===== config.mk =====
export PLATFORM = sky130hd
export DESIGN_NAME = fer_encoder
export DESIGN_NICKNAME = d
export VERILOG_FILES = /design/src/pkg/fer_pkg.sv /design/src/pkg/fer_rec_if.sv /design/src/verilog/fer_byte_sender.sv /design/src/verilog/fer_encoder.sv
export VERILOG_INCLUDE_DIRS = /design/src /design/src/pkg
export SDC_FILE = /design/constraint.sdc
export NUM_CORES = 1
export LEC_CHECK = 0
export BUFFER_PORTS_ARGS = -buffer_cell sky130_fd_sc_hd__buf_2
export CORE_MARGIN = 2
export CORE_UTILIZATION = 55
export CTS_BUF_LIST = sky130_fd_sc_hd__clkbuf_2
export DETAILED_ROUTE_END_ITERATION = 10
export PLACE_DENSITY = 0.84
export SYNTH_ARGS = -nofsm -noshare
export SYNTH_HDL_FRONTEND = slang
export SYNTH_HIERARCHICAL = 1
export SYNTH_SLANG_ARGS = --single-unit

===== constraint.sdc =====
create_clock -name clk_sys -period 5.88 [get_ports clk_sys]
set_input_delay 1.176 -clock clk_sys [delete_from_list [all_inputs] [get_ports clk_sys]]
set_output_delay 1.176 -clock clk_sys [all_outputs]
set_load 0.01 [all_outputs]

===== src/pkg/fer_cfg.svh =====
// constants of the event record encoder
`ifndef FER_CFG_SVH
`define FER_CFG_SVH
`define FER_ID_DEBUG     8'hF5
`define FER_META_FLUSH   8'h01
`define FER_META_RATE    8'h02
`define FER_META_OVF     8'h0C
`define FER_META_DYNR    8'h0D
`define FER_META_INIT    8'h10
`define FER_DBG_MAX      4'hC
`define FER_DBG_FMT_BIT  6
`define FER_ACT_END_LSB  0
`define FER_ACT_BEG_LSB  8
`define FER_META_LEN     4'h4
`define FER_ACT_LEN      4'h3
`define FER_RNG_ACC      16'h0004
`define FER_RNG_GYR      16'h07D0
`define FER_RNG_MAG      16'h03E8
`define FER_CNT_MAX      16'hFFFF
`endif


===== src/pkg/fer_pkg.sv =====
// types of the event record encoder
package fer_pkg;
   typedef logic [7:0]        fer_byte_t;
   typedef fer_byte_t [13:0]  fer_rec_t;
   typedef logic [15:0]       fer_rng_t;
   typedef fer_rng_t [2:0]    fer_rng3_t;
   typedef enum logic [1:0] {
      FER_ST_IDLE = 2'b00,
      FER_ST_LOAD = 2'b01,
      FER_ST_SEND = 2'b11
   } fer_state_t;
   typedef enum logic [2:0] {
      FER_K_INIT = 3'h0,
      FER_K_OVF  = 3'h1,
      FER_K_FLSH = 3'h2,
      FER_K_RATE = 3'h3,
      FER_K_DYNR = 3'h4,
      FER_K_ACT  = 3'h5,
      FER_K_DBG  = 3'h6
   } fer_kind_t;
endpackage


===== src/pkg/fer_rec_if.sv =====
// record hand-off between picker and byte sender
`timescale 1ns/1ps
interface fer_rec_if;
   import fer_pkg::*;
   logic      load;
   logic [3:0] len;
   fer_rec_t  bytes;
   logic      wake;
   logic      busy;
   modport src (output load, output len, output bytes, output wake, input busy);
   modport snk (input load, input len, input bytes, input wake, output busy);
endinterface


===== src/verilog/fer_byte_sender.sv =====
// shifts one whole record into the fifo write port
`timescale 1ns/1ps
module fer_byte_sender
   import fer_pkg::*;
(
   input  wire logic      clk_sys,
   input  wire logic      rst,
   fer_rec_if.snk         rec,
   input  wire logic      fifo_ready,
   output fer_byte_t      fifo_data_r,
   output logic           fifo_valid_r,
   output logic           fifo_first_r,
   output logic           fifo_last_r,
   output logic           fifo_wake_r
);
   fer_rec_t   buf_r;
   logic [3:0] idx_r;
   logic [3:0] len_r;

   assign rec.busy = fifo_valid_r;

   always_ff @(posedge clk_sys) begin
      if (rst) begin
         buf_r        <= '0;
         idx_r        <= 4'h0;
         len_r        <= 4'h0;
         fifo_data_r  <= 8'h00;
         fifo_valid_r <= 1'b0;
         fifo_first_r <= 1'b0;
         fifo_last_r  <= 1'b0;
         fifo_wake_r  <= 1'b0;
      end else if (!fifo_valid_r && rec.load) begin
         buf_r        <= rec.bytes;
         len_r        <= rec.len;
         idx_r        <= 4'h1;
         fifo_data_r  <= rec.bytes[0];
         fifo_valid_r <= 1'b1;
         fifo_first_r <= 1'b1;
         fifo_last_r  <= (rec.len == 4'h1);
         fifo_wake_r  <= rec.wake;
      end else if (fifo_valid_r && fifo_ready) begin
         fifo_first_r <= 1'b0;
         if (idx_r == len_r) begin
            fifo_valid_r <= 1'b0;
            fifo_last_r  <= 1'b0;
         end else begin
            fifo_data_r <= buf_r[idx_r];
            fifo_last_r <= (idx_r + 4'h1 == len_r);
            idx_r       <= idx_r + 4'h1;
         end
      end
   end
endmodule


===== src/verilog/fer_encoder.sv =====
// event record encoder for the host fifo
`timescale 1ns/1ps
// Functional notes
// - activity record is written only when some activity start or end bit changes.
// - low byte bits 0..5 flag end of six activities; bits 6,7 zero.
// - high byte bits 8..13 flag start of six activities; bits 14,15 zero.
// - debug records go only to the non-wake fifo, first byte 245.
// - second debug byte bits 0..5 hold payload count, zero to twelve.
// - second debug byte bit 6 is binary flag; bit 7 zero.
// - payload in bytes 2..13; long messages split into twelve-byte records.
// - motion groups scale from the largest active virtual sensor range.
// - accelerometer group defaults to 4g range.
// - gyro defaults to 2000 dps, magnetometer to 1000 uT.
// - each meta event has its own enable and interrupt enable; the initialized event is sent even with its meta_en bit clear.
// - initialized meta event is the first record; host waits for it.
// - every flush request yields a flush-complete record with sensor type; requests pending together give one record, none with meta_en[1] clear.
// - flush hands buffered data to the host, never discards it.
// - rate set or changed yields sample-rate-changed record with sensor type.
// - overflow record carries a saturating lost-byte count.
module fer_encoder
   import fer_pkg::*;
#(
   parameter int        NV        = 2,
   parameter fer_byte_t META_ID   = 8'hFE,
   parameter fer_byte_t ACT_ID    = 8'h1F,
   parameter fer_byte_t ACC_TYPE  = 8'h01,
   parameter fer_byte_t GYR_TYPE  = 8'h10,
   parameter fer_byte_t MAG_TYPE  = 8'h0E
)(
   input  wire logic              clk_sys,
   input  wire logic              rst,
   input  wire logic [15:0]       ram_ver,
   input  wire logic [16:0]       meta_en,
   input  wire logic [16:0]       meta_int_en,
   input  wire logic              act_valid,
   input  wire logic [5:0]        act_end,
   input  wire logic [5:0]        act_start,
   input  wire logic              dbg_valid,
   input  wire fer_pkg::fer_byte_t dbg_byte,
   input  wire logic              dbg_last,
   input  wire logic              dbg_bin,
   output logic                   dbg_ready_r,
   input  wire logic              flush_req,
   input  wire fer_pkg::fer_byte_t flush_sensor,
   input  wire logic              flush_wake,
   input  wire logic              rate_chg,
   input  wire fer_pkg::fer_byte_t rate_sensor,
   input  wire logic              ovf_valid,
   input  wire fer_pkg::fer_byte_t ovf_bytes,
   input  wire logic [3*NV-1:0]   rng_active,
   input  wire fer_pkg::fer_rng_t rng_val [3*NV],
   output fer_pkg::fer_rng3_t     scale_rng_r,
   input  wire logic              fifo_ready,
   output fer_pkg::fer_byte_t     fifo_data_r,
   output logic                   fifo_valid_r,
   output logic                   fifo_first_r,
   output logic                   fifo_last_r,
   output logic                   fifo_wake_r,
   output logic                   host_irq_r,
   output logic                   init_done_r,
   output logic                   flush_xfer_r
);
   import fer_pkg::*;
   `include "fer_cfg.svh"

   if (NV < 1 || NV > 8) begin : g_chk
      $error("NV out of range");
   end

   fer_rec_if  rec ();
   fer_state_t state_r;
   fer_kind_t  kind_r;
   fer_rec_t   rec_bytes_r;
   logic [3:0] rec_len_r;
   logic       rec_wake_r;
   logic       rec_irq_r;

   logic       flsh_pend_r, rate_pend_r, ovf_pend_r, act_pend_r, dbg_pend_r;
   logic [2:0] dynr_pend_r;
   fer_byte_t  flsh_type_r, rate_type_r;
   logic       flsh_wake_r;
   fer_rng_t   ovf_cnt_r;
   logic [5:0] act_end_r, act_beg_r;
   fer_byte_t  dbg_buf_r [12];
   logic [3:0] dbg_cnt_r;
   logic       dbg_bin_r;

   // pick outcome
   logic       take;
   fer_kind_t  take_kind;
   logic [4:0] take_meta;
   fer_rng3_t  rng_nxt;

   function automatic fer_rng_t max_rng(input int g, input fer_rng_t dflt);
      fer_rng_t m;
      logic     any;
      m   = 16'h0000;
      any = 1'b0;
      for (int i = 0; i < NV; i++) begin
         if (rng_active[g*NV+i] && rng_val[g*NV+i] >= m) begin
            m   = rng_val[g*NV+i];
            any = 1'b1;
         end
      end
      return any ? m : dflt;
   endfunction

   always_comb begin
      rng_nxt[0] = max_rng(0, `FER_RNG_ACC);
      rng_nxt[1] = max_rng(1, `FER_RNG_GYR);
      rng_nxt[2] = max_rng(2, `FER_RNG_MAG);
   end

   always_comb begin
      take      = (state_r == FER_ST_IDLE);
      take_kind = FER_K_INIT;
      take_meta = 5'(`FER_META_INIT);
      if (!init_done_r) begin
         take_kind = FER_K_INIT;
      end else if (ovf_pend_r) begin
         take_kind = FER_K_OVF;
         take_meta = 5'(`FER_META_OVF);
      end else if (flsh_pend_r) begin
         take_kind = FER_K_FLSH;
         take_meta = 5'(`FER_META_FLUSH);
      end else if (rate_pend_r) begin
         take_kind = FER_K_RATE;
         take_meta = 5'(`FER_META_RATE);
      end else if (|dynr_pend_r) begin
         take_kind = FER_K_DYNR;
         take_meta = 5'(`FER_META_DYNR);
      end else if (act_pend_r) begin
         take_kind = FER_K_ACT;
      end else if (dbg_pend_r) begin
         take_kind = FER_K_DBG;
      end else begin
         take = 1'b0;
      end
   end

   wire       is_meta  = take_kind inside {FER_K_INIT, FER_K_OVF, FER_K_FLSH, FER_K_RATE, FER_K_DYNR};
   wire       meta_on  = take_kind == FER_K_INIT || meta_en[take_meta];
   wire [1:0] dynr_sel = dynr_pend_r[0] ? 2'd0 : (dynr_pend_r[1] ? 2'd1 : 2'd2);
   wire [2:0] dynr_clr = (take && take_kind == FER_K_DYNR) ? (3'b001 << dynr_sel) : 3'b000;

   always_ff @(posedge clk_sys) begin
      if (rst) begin
         state_r     <= FER_ST_IDLE;
         kind_r      <= FER_K_INIT;
         rec_bytes_r <= '0;
         rec_len_r   <= 4'h0;
         rec_wake_r  <= 1'b0;
         rec_irq_r   <= 1'b0;
         init_done_r <= 1'b0;
      end else begin
         unique case (state_r)
            FER_ST_IDLE: begin
               if (take && (!is_meta || meta_on)) begin
                  state_r     <= FER_ST_LOAD;
                  kind_r      <= take_kind;
                  rec_bytes_r <= '0;
                  rec_wake_r  <= 1'b0;
                  rec_irq_r   <= is_meta && meta_int_en[take_meta];
                  if (is_meta) begin
                     rec_len_r      <= `FER_META_LEN;
                     rec_bytes_r[0] <= META_ID;
                     rec_bytes_r[1] <= {3'b000, take_meta};
                  end
                  unique case (take_kind)
                     FER_K_INIT: begin
                        rec_bytes_r[2] <= ram_ver[7:0];
                        rec_bytes_r[3] <= ram_ver[15:8];
                        init_done_r    <= 1'b1;
                     end
                     FER_K_OVF: begin
                        rec_bytes_r[2] <= ovf_cnt_r[7:0];
                        rec_bytes_r[3] <= ovf_cnt_r[15:8];
                     end
                     FER_K_FLSH: begin
                        rec_bytes_r[2] <= flsh_type_r;
                        rec_wake_r     <= flsh_wake_r;
                     end
                     FER_K_RATE: rec_bytes_r[2] <= rate_type_r;
                     FER_K_DYNR: rec_bytes_r[2] <= (dynr_sel == 2'd0) ? ACC_TYPE :
                                                   (dynr_sel == 2'd1) ? GYR_TYPE : MAG_TYPE;
                     FER_K_ACT: begin
                        rec_len_r      <= `FER_ACT_LEN;
                        rec_bytes_r[0] <= ACT_ID;
                        rec_bytes_r[1] <= {2'b00, act_end_r};
                        rec_bytes_r[2] <= {2'b00, act_beg_r};
                     end
                     FER_K_DBG: begin
                        rec_len_r      <= dbg_cnt_r + 4'h2;
                        rec_bytes_r[0] <= `FER_ID_DEBUG;
                        rec_bytes_r[1] <= {1'b0, dbg_bin_r, 2'b00, dbg_cnt_r};
                        for (int i = 0; i < 12; i++) begin
                           rec_bytes_r[i+2] <= dbg_buf_r[i];
                        end
                     end
                  endcase
               end
            end
            FER_ST_LOAD: state_r <= FER_ST_SEND;
            FER_ST_SEND: if (!rec.busy) state_r <= FER_ST_IDLE;
            default:     state_r <= FER_ST_IDLE;
         endcase
      end
   end

   assign rec.load  = (state_r == FER_ST_LOAD);
   assign rec.len   = rec_len_r;
   assign rec.bytes = rec_bytes_r;
   assign rec.wake  = rec_wake_r;

   always_ff @(posedge clk_sys) begin
      if (rst) begin
         host_irq_r   <= 1'b0;
         flush_xfer_r <= 1'b0;
      end else begin
         host_irq_r   <= rec.load && rec_irq_r;
         flush_xfer_r <= take && take_kind == FER_K_FLSH;
      end
   end

   // pending meta sources; a new event wins over the clear
   always_ff @(posedge clk_sys) begin
      if (rst) begin
         flsh_pend_r <= 1'b0;
         flsh_type_r <= 8'h00;
         flsh_wake_r <= 1'b0;
         rate_pend_r <= 1'b0;
         rate_type_r <= 8'h00;
         ovf_pend_r  <= 1'b0;
         ovf_cnt_r   <= 16'h0000;
         dynr_pend_r <= 3'b000;
         scale_rng_r <= {`FER_RNG_MAG, `FER_RNG_GYR, `FER_RNG_ACC};
      end else begin
         flsh_pend_r <= flush_req | (flsh_pend_r & ~(take && take_kind == FER_K_FLSH));
         if (flush_req) begin
            flsh_type_r <= flush_sensor;
            flsh_wake_r <= flush_wake;
         end
         rate_pend_r <= rate_chg | (rate_pend_r & ~(take && take_kind == FER_K_RATE));
         if (rate_chg) rate_type_r <= rate_sensor;
         ovf_pend_r <= ovf_valid | (ovf_pend_r & ~(take && take_kind == FER_K_OVF));
         if (ovf_valid) begin
            logic [16:0] sum;
            sum = {1'b0, (take && take_kind == FER_K_OVF) ? 16'h0000 : ovf_cnt_r} + {9'h000, ovf_bytes};
            ovf_cnt_r <= sum[16] ? `FER_CNT_MAX : sum[15:0];
         end else if (take && take_kind == FER_K_OVF) begin
            ovf_cnt_r <= 16'h0000;
         end
         scale_rng_r <= rng_nxt;
         for (int g = 0; g < 3; g++) begin
            dynr_pend_r[g] <= (rng_nxt[g] != scale_rng_r[g]) | (dynr_pend_r[g] & ~dynr_clr[g]);
         end
      end
   end

   always_ff @(posedge clk_sys) begin
      if (rst) begin
         act_pend_r <= 1'b0;
         act_end_r  <= 6'h00;
         act_beg_r  <= 6'h00;
      end else begin
         logic tk;
         logic nw;
         tk = take && take_kind == FER_K_ACT;
         nw = act_valid && (|{act_end, act_start});
         act_pend_r <= nw | (act_pend_r & ~tk);
         act_end_r  <= (tk ? 6'h00 : act_end_r) | (nw ? act_end : 6'h00);
         act_beg_r  <= (tk ? 6'h00 : act_beg_r) | (nw ? act_start : 6'h00);
      end
   end

   // debug byte gathering, split at twelve bytes
   always_ff @(posedge clk_sys) begin
      if (rst) begin
         dbg_pend_r  <= 1'b0;
         dbg_cnt_r   <= 4'h0;
         dbg_bin_r   <= 1'b0;
         dbg_ready_r <= 1'b0;
         for (int i = 0; i < 12; i++) dbg_buf_r[i] <= 8'h00;
      end else begin
         logic pend_nxt;
         pend_nxt = dbg_pend_r && !(take && take_kind == FER_K_DBG);
         if (!dbg_pend_r && dbg_valid && dbg_ready_r) begin
            dbg_buf_r[dbg_cnt_r] <= dbg_byte;
            dbg_cnt_r            <= dbg_cnt_r + 4'h1;
            dbg_bin_r            <= dbg_bin;
            pend_nxt             = dbg_last || dbg_cnt_r + 4'h1 == `FER_DBG_MAX;
         end else if (dbg_pend_r && !pend_nxt) begin
            dbg_cnt_r <= 4'h0;
         end
         dbg_pend_r  <= pend_nxt;
         dbg_ready_r <= !pend_nxt;
      end
   end

   fer_byte_sender u_send (
      .clk_sys      (clk_sys),
      .rst          (rst),
      .rec          (rec),
      .fifo_ready   (fifo_ready),
      .fifo_data_r  (fifo_data_r),
      .fifo_valid_r (fifo_valid_r),
      .fifo_first_r (fifo_first_r),
      .fifo_last_r  (fifo_last_r),
      .fifo_wake_r  (fifo_wake_r)
   );

   wire ld = rec.load;
endmodule

# After elaboration in Yosys (flattened, before gate mapping)
# Memory sizes are Yosys's and may differ from the RTL's.
# Index checks and enable logic that the tools add are counted.
[totals]
regBits = 362
mem_bits_rw = 96
output_inout_bits = 64
word_cells = 257
memories = 1
[memory_table]
columns = ["name", "words", "word_bits", "read_ports", "rd_ports_with_merged_regs", "write_ports", "line_no", "rtl"]
rows = [
  ["dbg_buf_r", 12, 8, 12, 0, 12, "fer_encoder.sv:84", "fer_byte_t dbg_buf_r [12];"],
]
[op_classes]
addsub = 4
n_lt_le_gt_ge = 8
eq_ne = 19
shifts = 1
mux = 89
bitwise = 24
reduce_logical = 50
[ops]
columns = ["op", "count"]
rows = [
  ["16-bit two-way mux", 12],
  ["80-bit two-way mux", 1],
  ["8-bit one-hot mux with 7 select lines", 1],
  ["16-bit by 1-bit greater-or-equal comparator with 1-bit output, second input constant", 3],
  ["16-bit greater-or-equal comparator", 3],
  ["16-bit != test", 3],
  ["8-bit two-way mux", 5],
  ["1-bit two-way mux", 35],
  ["5-bit two-way mux", 7],
  ["8-bit binary-select mux with 4-bit select", 1],
  ["16-bit one-hot mux with 2 select lines", 1],
  ["3-bit two-way mux", 8],
  ["6-bit two-way mux", 4],
  ["8-bit one-hot mux with 3 select lines", 1],
  ["1-bit logical AND", 22],
  ["16-bit by 8-bit adder with 17-bit output", 1],
  ["4-bit two-way mux", 4],
  ["13-bit two-way mux", 1],
  ["6-bit bitwise OR", 2],
  ["12-bit OR reduction", 1],
  ["1-bit binary-select mux with 5-bit select", 2],
  ["2-bit AND reduction", 5],
  ["3-bit equality test, second input constant", 3],
  ["4-bit by 1-bit adder with 4-bit output, second input constant", 2],
  ["other kinds (30)", 67],
]

# Longest topological paths before layout
[logic_depth]
word_depth = 15
ltp_mapped = 17
ltp_nobuf = 14

# Cells and area by module
# Netlist, hierarchy kept.
[by_module_without_submodules]
columns = ["mod", "instances", "cells_per_inst", "area_per_inst_um2"]
rows = [
  ["fer_encoder", 1, 1662, 15300.9],
  ["fer_byte_sender", 1, 701, 5735.5],
]

# Worst setup path before layout
# OpenSTA, ideal clock, no wires.
[synth_path]
path_kind = "input port to flip-flop"
startpoint = "in rng_active[0]"
endpoint = "reg dynr_pend_r[0]"
setup_ns = 0.145
t_arrival_ns = 3.802
required_time_ns = 5.735
path_slack_ns = 1.932
cell_stages = 14
path_buffers = 3
cell_sequence = "clkbuf_1 buf_2 and2_1 ha_1 nand2b_1 a2111oi_0 o311ai_1 a2111oi_2 or2_1 buf_2 mux2i_1 xnor2_1 nor2_1 a41oi_1"
[synth_via]
elab_chain_cells = 8
elab_cells_between_ends = 10
[synth_rtl]
columns = ["item", "line_no", "rtl"]
rows = [
  ["from (decl)", "fer_encoder.sv:50", "input wire logic [3*NV-1:0] rng_active,"],
  ["1-bit logical AND *", "fer_encoder.sv:100", "if (rng_active[g*NV+i] && rng_val[g*NV+i] >= m) begin"],
  ["16-bit two-way mux", "fer_encoder.sv:100", ""],
  ["16-bit greater-or-equal comparator", "fer_encoder.sv:100", ""],
  ["1-bit logical AND", "fer_encoder.sv:100", ""],
  ["16-bit two-way mux or 1-bit two-way mux (tied branches)", "fer_encoder.sv:100", ""],
  ["16-bit two-way mux *", "fer_encoder.sv:105", "return any ? m : dflt;"],
  ["16-bit != test *", "fer_encoder.sv:255", "dynr_pend_r[g] <= (rng_nxt[g] != scale_rng_r[g]) | (dynr_pend_r[g] & ~dynr_clr[g]);"],
  ["1-bit bitwise OR *", "fer_encoder.sv:255", ""],
  ["to (signal, indexed assignment)", "fer_encoder.sv:255", ""],
  ["to (decl)", "fer_encoder.sv:79", "logic [2:0] dynr_pend_r;"],
]
# Mark *: on every way between the ends. The rest lies on a longest branch, timed or not.
# A chain may end at the register's enable or synchronous reset.

# Worst setup path in the final report
[layout_path]
startpoint = "reg init_done_r"
endpoint = "reg ovf_cnt_r[5]"
[layout_via]
elab_chain_cells = 7
elab_cells_between_ends = 8
[layout_rtl]
columns = ["item", "line_no", "rtl"]
rows = [
  ["from (decl)", "fer_encoder.sv:60", "output logic init_done_r,"],
  ["from (signal assigned)", "fer_encoder.sv:154", "init_done_r <= 1'b0;"],
  ["from (signal assigned)", "fer_encoder.sv:173", "init_done_r <= 1'b1;"],
  ["3-bit two-way mux", "fer_encoder.sv:118", "if (!init_done_r) begin"],
  ["3-bit by 1-bit equality test with 1-bit output", "fer_encoder.sv:248, fer_encoder.sv:250", ""],
  ["1-bit logical AND *", "fer_encoder.sv:248, fer_encoder.sv:250", ""],
  ["16-bit two-way mux *", "--", ""],
  ["16-bit by 8-bit adder with 17-bit output", "fer_encoder.sv:248", "sum = {1'b0, (take && take_kind == FER_K_OVF) ? 16'h0000 : ovf_cnt_r} + {9'h000, ovf_bytes};"],
  ["16-bit two-way mux", "fer_encoder.sv:249", "ovf_cnt_r <= sum[16] ? `FER_CNT_MAX : sum[15:0];"],
  ["16-bit two-way mux *", "fer_encoder.sv:246", "if (ovf_valid) begin"],
  ["to (signal assigned)", "fer_encoder.sv:249", ""],
  ["to (decl)", "fer_encoder.sv:82", "fer_rng_t ovf_cnt_r;"],
]
# Marked as above.

==> results.txt <==
The flow ran to the end, and the final reports show no timing, DRC or antenna violations. Maximum fanout count along the critical path: 17. During I/O placement, the number of pins put on the boundary was 271. Summed over its instances, the top area cell type makes up 33.97% of the synthesized netlist area. TritonCTS built the clock tree. The post-layout minimum cycle time was 4.425 ns. Summed over all instances, the cell type with the most area after synthesis is dfxtp_1. The library cell used most frequently in the layout, excluding fill and tap cells, is nand2_1. Net switching is 33.85% of the power. The post-synthesis cell type count came out at 79. The finished cells cover 23,330 um2. In the synthesized netlist the async set-or-reset flop fraction comes to 0%. Measured along the y axis, the die boundary spans 199.6 um. The part of the Yosys area used for sequential elements is 47.68%. The tools report the total CTS buffers as 110.

The logs give 19.4% for the combinational share of power and 0 for the DRC violation count after routing. Element type at the critical path start: a flip-flop. Global router's overall resource usage: 29.16%.

The number of optimization iterations in the first detailed-route pass was 9; the number of routed nets with antenna violations was 0. The number of global-route vias before repair is 17,770, and the clock-pin slew on the worst setup and hold paths is 0.12 ns. The floorplan has 71 rows. The clock reaches the later pin of the worst-skew pair after 1.09 ns. The min-delay analysis places its worst path in the category in -> reg. The cell count after synthesis is 2,363, and the area growth from synthesis to layout is 10.88%. OpenSTA, run right after detailed placement, puts the worst setup slack at 1.428 ns. The floorplan step defined a core boundary enclosing 37,670 um2. The run gives 38,970 um as the HPWL reported at the end of detailed placement. After detailed routing, the number of vias per cell comes to 5.866. The logs give 3 for the maximum count of clock buffers along a single path and 50.4% for the sequential share of power. The total power came out at 6.846 mW.

For this run, the post-layout net count is 2,838. The initial core utilization was 55.85%; the warning count from the yosys run was 6. After clock tree synthesis, the setup repair step added 0 buffers. For the pin with the worst max-slew slack, the measured transition is 1.077 ns. For this block, the via count after detailed routing is 18,640. Yosys attributes the largest share of cell area to dfxtp_1, edfxtp_1, nand2_1, a21oi_1, ha_1. The worst path meets setup with 1.455 ns of slack. In this run the cell area of the synthesized design comes to 21,040 um2. The max-slew headroom at the worst pin was 28.19%; the max-capacitance violation count was 0. The die covers 39,830 um2. Post-synth net total: 2,633. The tools report the post-detailed-routing wire length as 58,710 um.

The logs give 0 for the final hold violation count and 0.1064 ns for the worst-case clock skew. Data arrives at the worst endpoint at 5.26 ns. In this run, synthesis produced a sequential element count of 453. For this run, the top clock speed supported by timing is 226.0 MHz. The count of pins over their slew limit was 0; the die width was 199.6 um.

In this run the number of H-tree levels came out at 3. The run gives 141 as the largest net degree at the start of global routing. After global routing the overflow that remains totals 0.

The final cycle utilization of the critical path works out to 75.25%. Peak supply drop: 180.6 uV. The iteration-0 DRC count of the detailed router is 1,820, and the post-cts hold buffer count is 0.

The initial antenna violation count was 10; the static leakage was 9.471 nW. The worst hold path cell count works out to 3. The depth of the most critical reg-to-reg path works out to 15. The library cells used most frequently in the layout, excluding fill and tap cells, are nand2_1, dfxtp_1, a21oi_1.

The sink of the worst hold path is flsh_type_r[7]$_SDFFE_PP0P_. The worst register-to-register path begins at init_done_r$_SDFFE_PP0P_. Setup total negative slack on the finished layout was measured at 0 ns. The clock net in this run drives a total of 453 sinks. The clock root buffer is clkbuf_2.

The start point of the worst hold path is flush_sensor[7]. The logs give 91,540 um for the wire length of the first global-routing pass and 0 for the total of endpoints with negative setup slack in the final report. Commonest register cell after synthesis: dfxtp_1.

The average detailed-routed wire length per instance was 18.48 um. For flop-to-flop paths, the worst setup slack is 1.46 ns. Power spread over the standard cell area amounts to 293.5 nW/um2.

The worst register-to-register path ends at ovf_cnt_r[5]$_SDFF_PP0_. The worst setup path is captured at a flip-flop. The instance area at placement is 22,300 um2. Summed over all nets, the switching power comes to 2.318 mW. The internal portion of the total power is 4.529 mW.

The number of gates resized after CTS was 0. Setup repair after global routing left no endpoint under its margin. On the final layout, the worst hold slack is 0.3339 ns. In this run, synthesis inferred 96 flip-flops with an integrated enable. The count of input and output buffers is 247, and the mean area per synthesized cell is 8.902 um2. At the end of routability-driven placement, the weighted congestion stood at 0.9240.

The path type of the worst setup path was reg -> reg. In the final layout, the share of cells above drive strength 1 is 18.47%. The power share of the clock group was 30.2%; the required time reported for the critical path endpoint was 6.72 ns.
[critical path, cell delays in order (launching register included)]
cell and delay [ns]:
dfxtp_1 0.55, and2_1 0.68, nand2_1 0.10, buf_4 0.23
and2_1 0.19, ha_1 0.22, fa_1 0.44, a21o_1 0.20
a21oi_1 0.30, o21bai_1 0.14, a21oi_1 0.27, o21bai_1 0.10
a21o_1 0.26, a31o_2 0.31, nor2_1 0.13, nor3_1 0.06
[registers in the layout, indices dropped and copies added (netlist names), 6 cells and up]
name / flops
scale_rng_r: 48
act_end_r: 6
rec.bytes: 107
u_send/fifo_data_r: 8
act_beg_r: 6
flsh_type_r: 8
ovf_cnt_r: 16
u_send/buf_r: 112
rate_type_r: 8
dbg_buf_r: 96
[kinds of logic after synthesis]
logic type / Yosys count / share of synthesized area, %
AO/OA/AOI/OAI: 525 / 15.54
AND/OR/NAND/NOR: 961 / 20.79
XOR/XNOR: 71 / 3.027
adder cells (fa/ha/maj): 63 / 3.783
buffers and inverters: 214 / 4.717
flip-flops: 453 / 47.68
other: 1 / 0.01783
multiplexers: 75 / 4.455
[how the worst max path moves through the flow]
stage | to | slack, ns | depth (start not counted) | from
floorplan | dynr_pend_r[0]$_SDFF_PP0_ | 1.93 | 14 | rng_active[0]
global placement | dynr_pend_r[1]$_SDFF_PP0_ | 1.47 | 13 | rng_active[2]
detailed placement | dynr_pend_r[1]$_SDFF_PP0_ | 1.43 | 13 | rng_active[2]
CTS | ovf_cnt_r[5]$_SDFF_PP0_ | 1.51 | 15 | init_done_r$_SDFFE_PP0P_
global route | ovf_cnt_r[5]$_SDFF_PP0_ | 1.25 | 15 | init_done_r$_SDFFE_PP0P_
finish | ovf_cnt_r[5]$_SDFF_PP0_ | 1.46 | 15 | init_done_r$_SDFFE_PP0P_
[power by group through the flow]
stage / sequential (mW) / combinational, mW / clock (mW)
2_1_floorplan: 3.50 / 0.943 / 0
3_3_place_gp: 3.51 / 1.27 / 0
3_5_place_dp: 3.52 / 1.30 / 0
4_1_cts: 3.45 / 1.31 / 2.11
5_1_grt: 3.47 / 1.45 / 2.26
6_report: 3.45 / 1.33 / 2.07
[metrics by stage]
step / util, % / cells
CTS: 61.88 / 3169
global placement: 59.21 / 2967
detailed placement: 59.21 / 2967
floorplan: - / 2363
global route: 61.92 / 3176
finish: 61.93 / 3177
[final cells by class]
class | instances | area [um2]
sequential | 453 | 10030
fill | 3276 | 14340
antenna | 8 | 20.02
tap | 511 | 639.4
clock inverter | 34 | 161.4
inverter | 37 | 138.9
clock buffer | 168 | 840.8
timing repair buffer | 270 | 1431
multi-input combinational | 1696 | 10060
[cells in the mapped netlist, drive strengths merged (16+ instances only)]
cell type,count
and3,102
a22oi,21
inv,36
nor3,31
clkbuf,119
nand2b,29
edfxtp,96
dfxtp,357
mux2i,58
a211oi,20
o22ai,16
and2,20
a222oi,18
o21ai,51
nand4,17
nor2,181
a21oi,292
ha,62
nand2,432
xor2,29
a21o,24
buf,58
nand3,99
xnor2,42
[per-layer routing]
metal | global-route usage [%] | up-vias | share of wire [%]
li1 | - | 8805 | -
met1 | 36.73 | 8763 | 40
met2 | 46.88 | 902 | 47
met3 | 6.700 | 163 | 9.0
met4 | 15.01 | 2 | 4.0
met5 | 0 | - | 0.022
No activity file was read; power rests on OpenSTA's default activity.
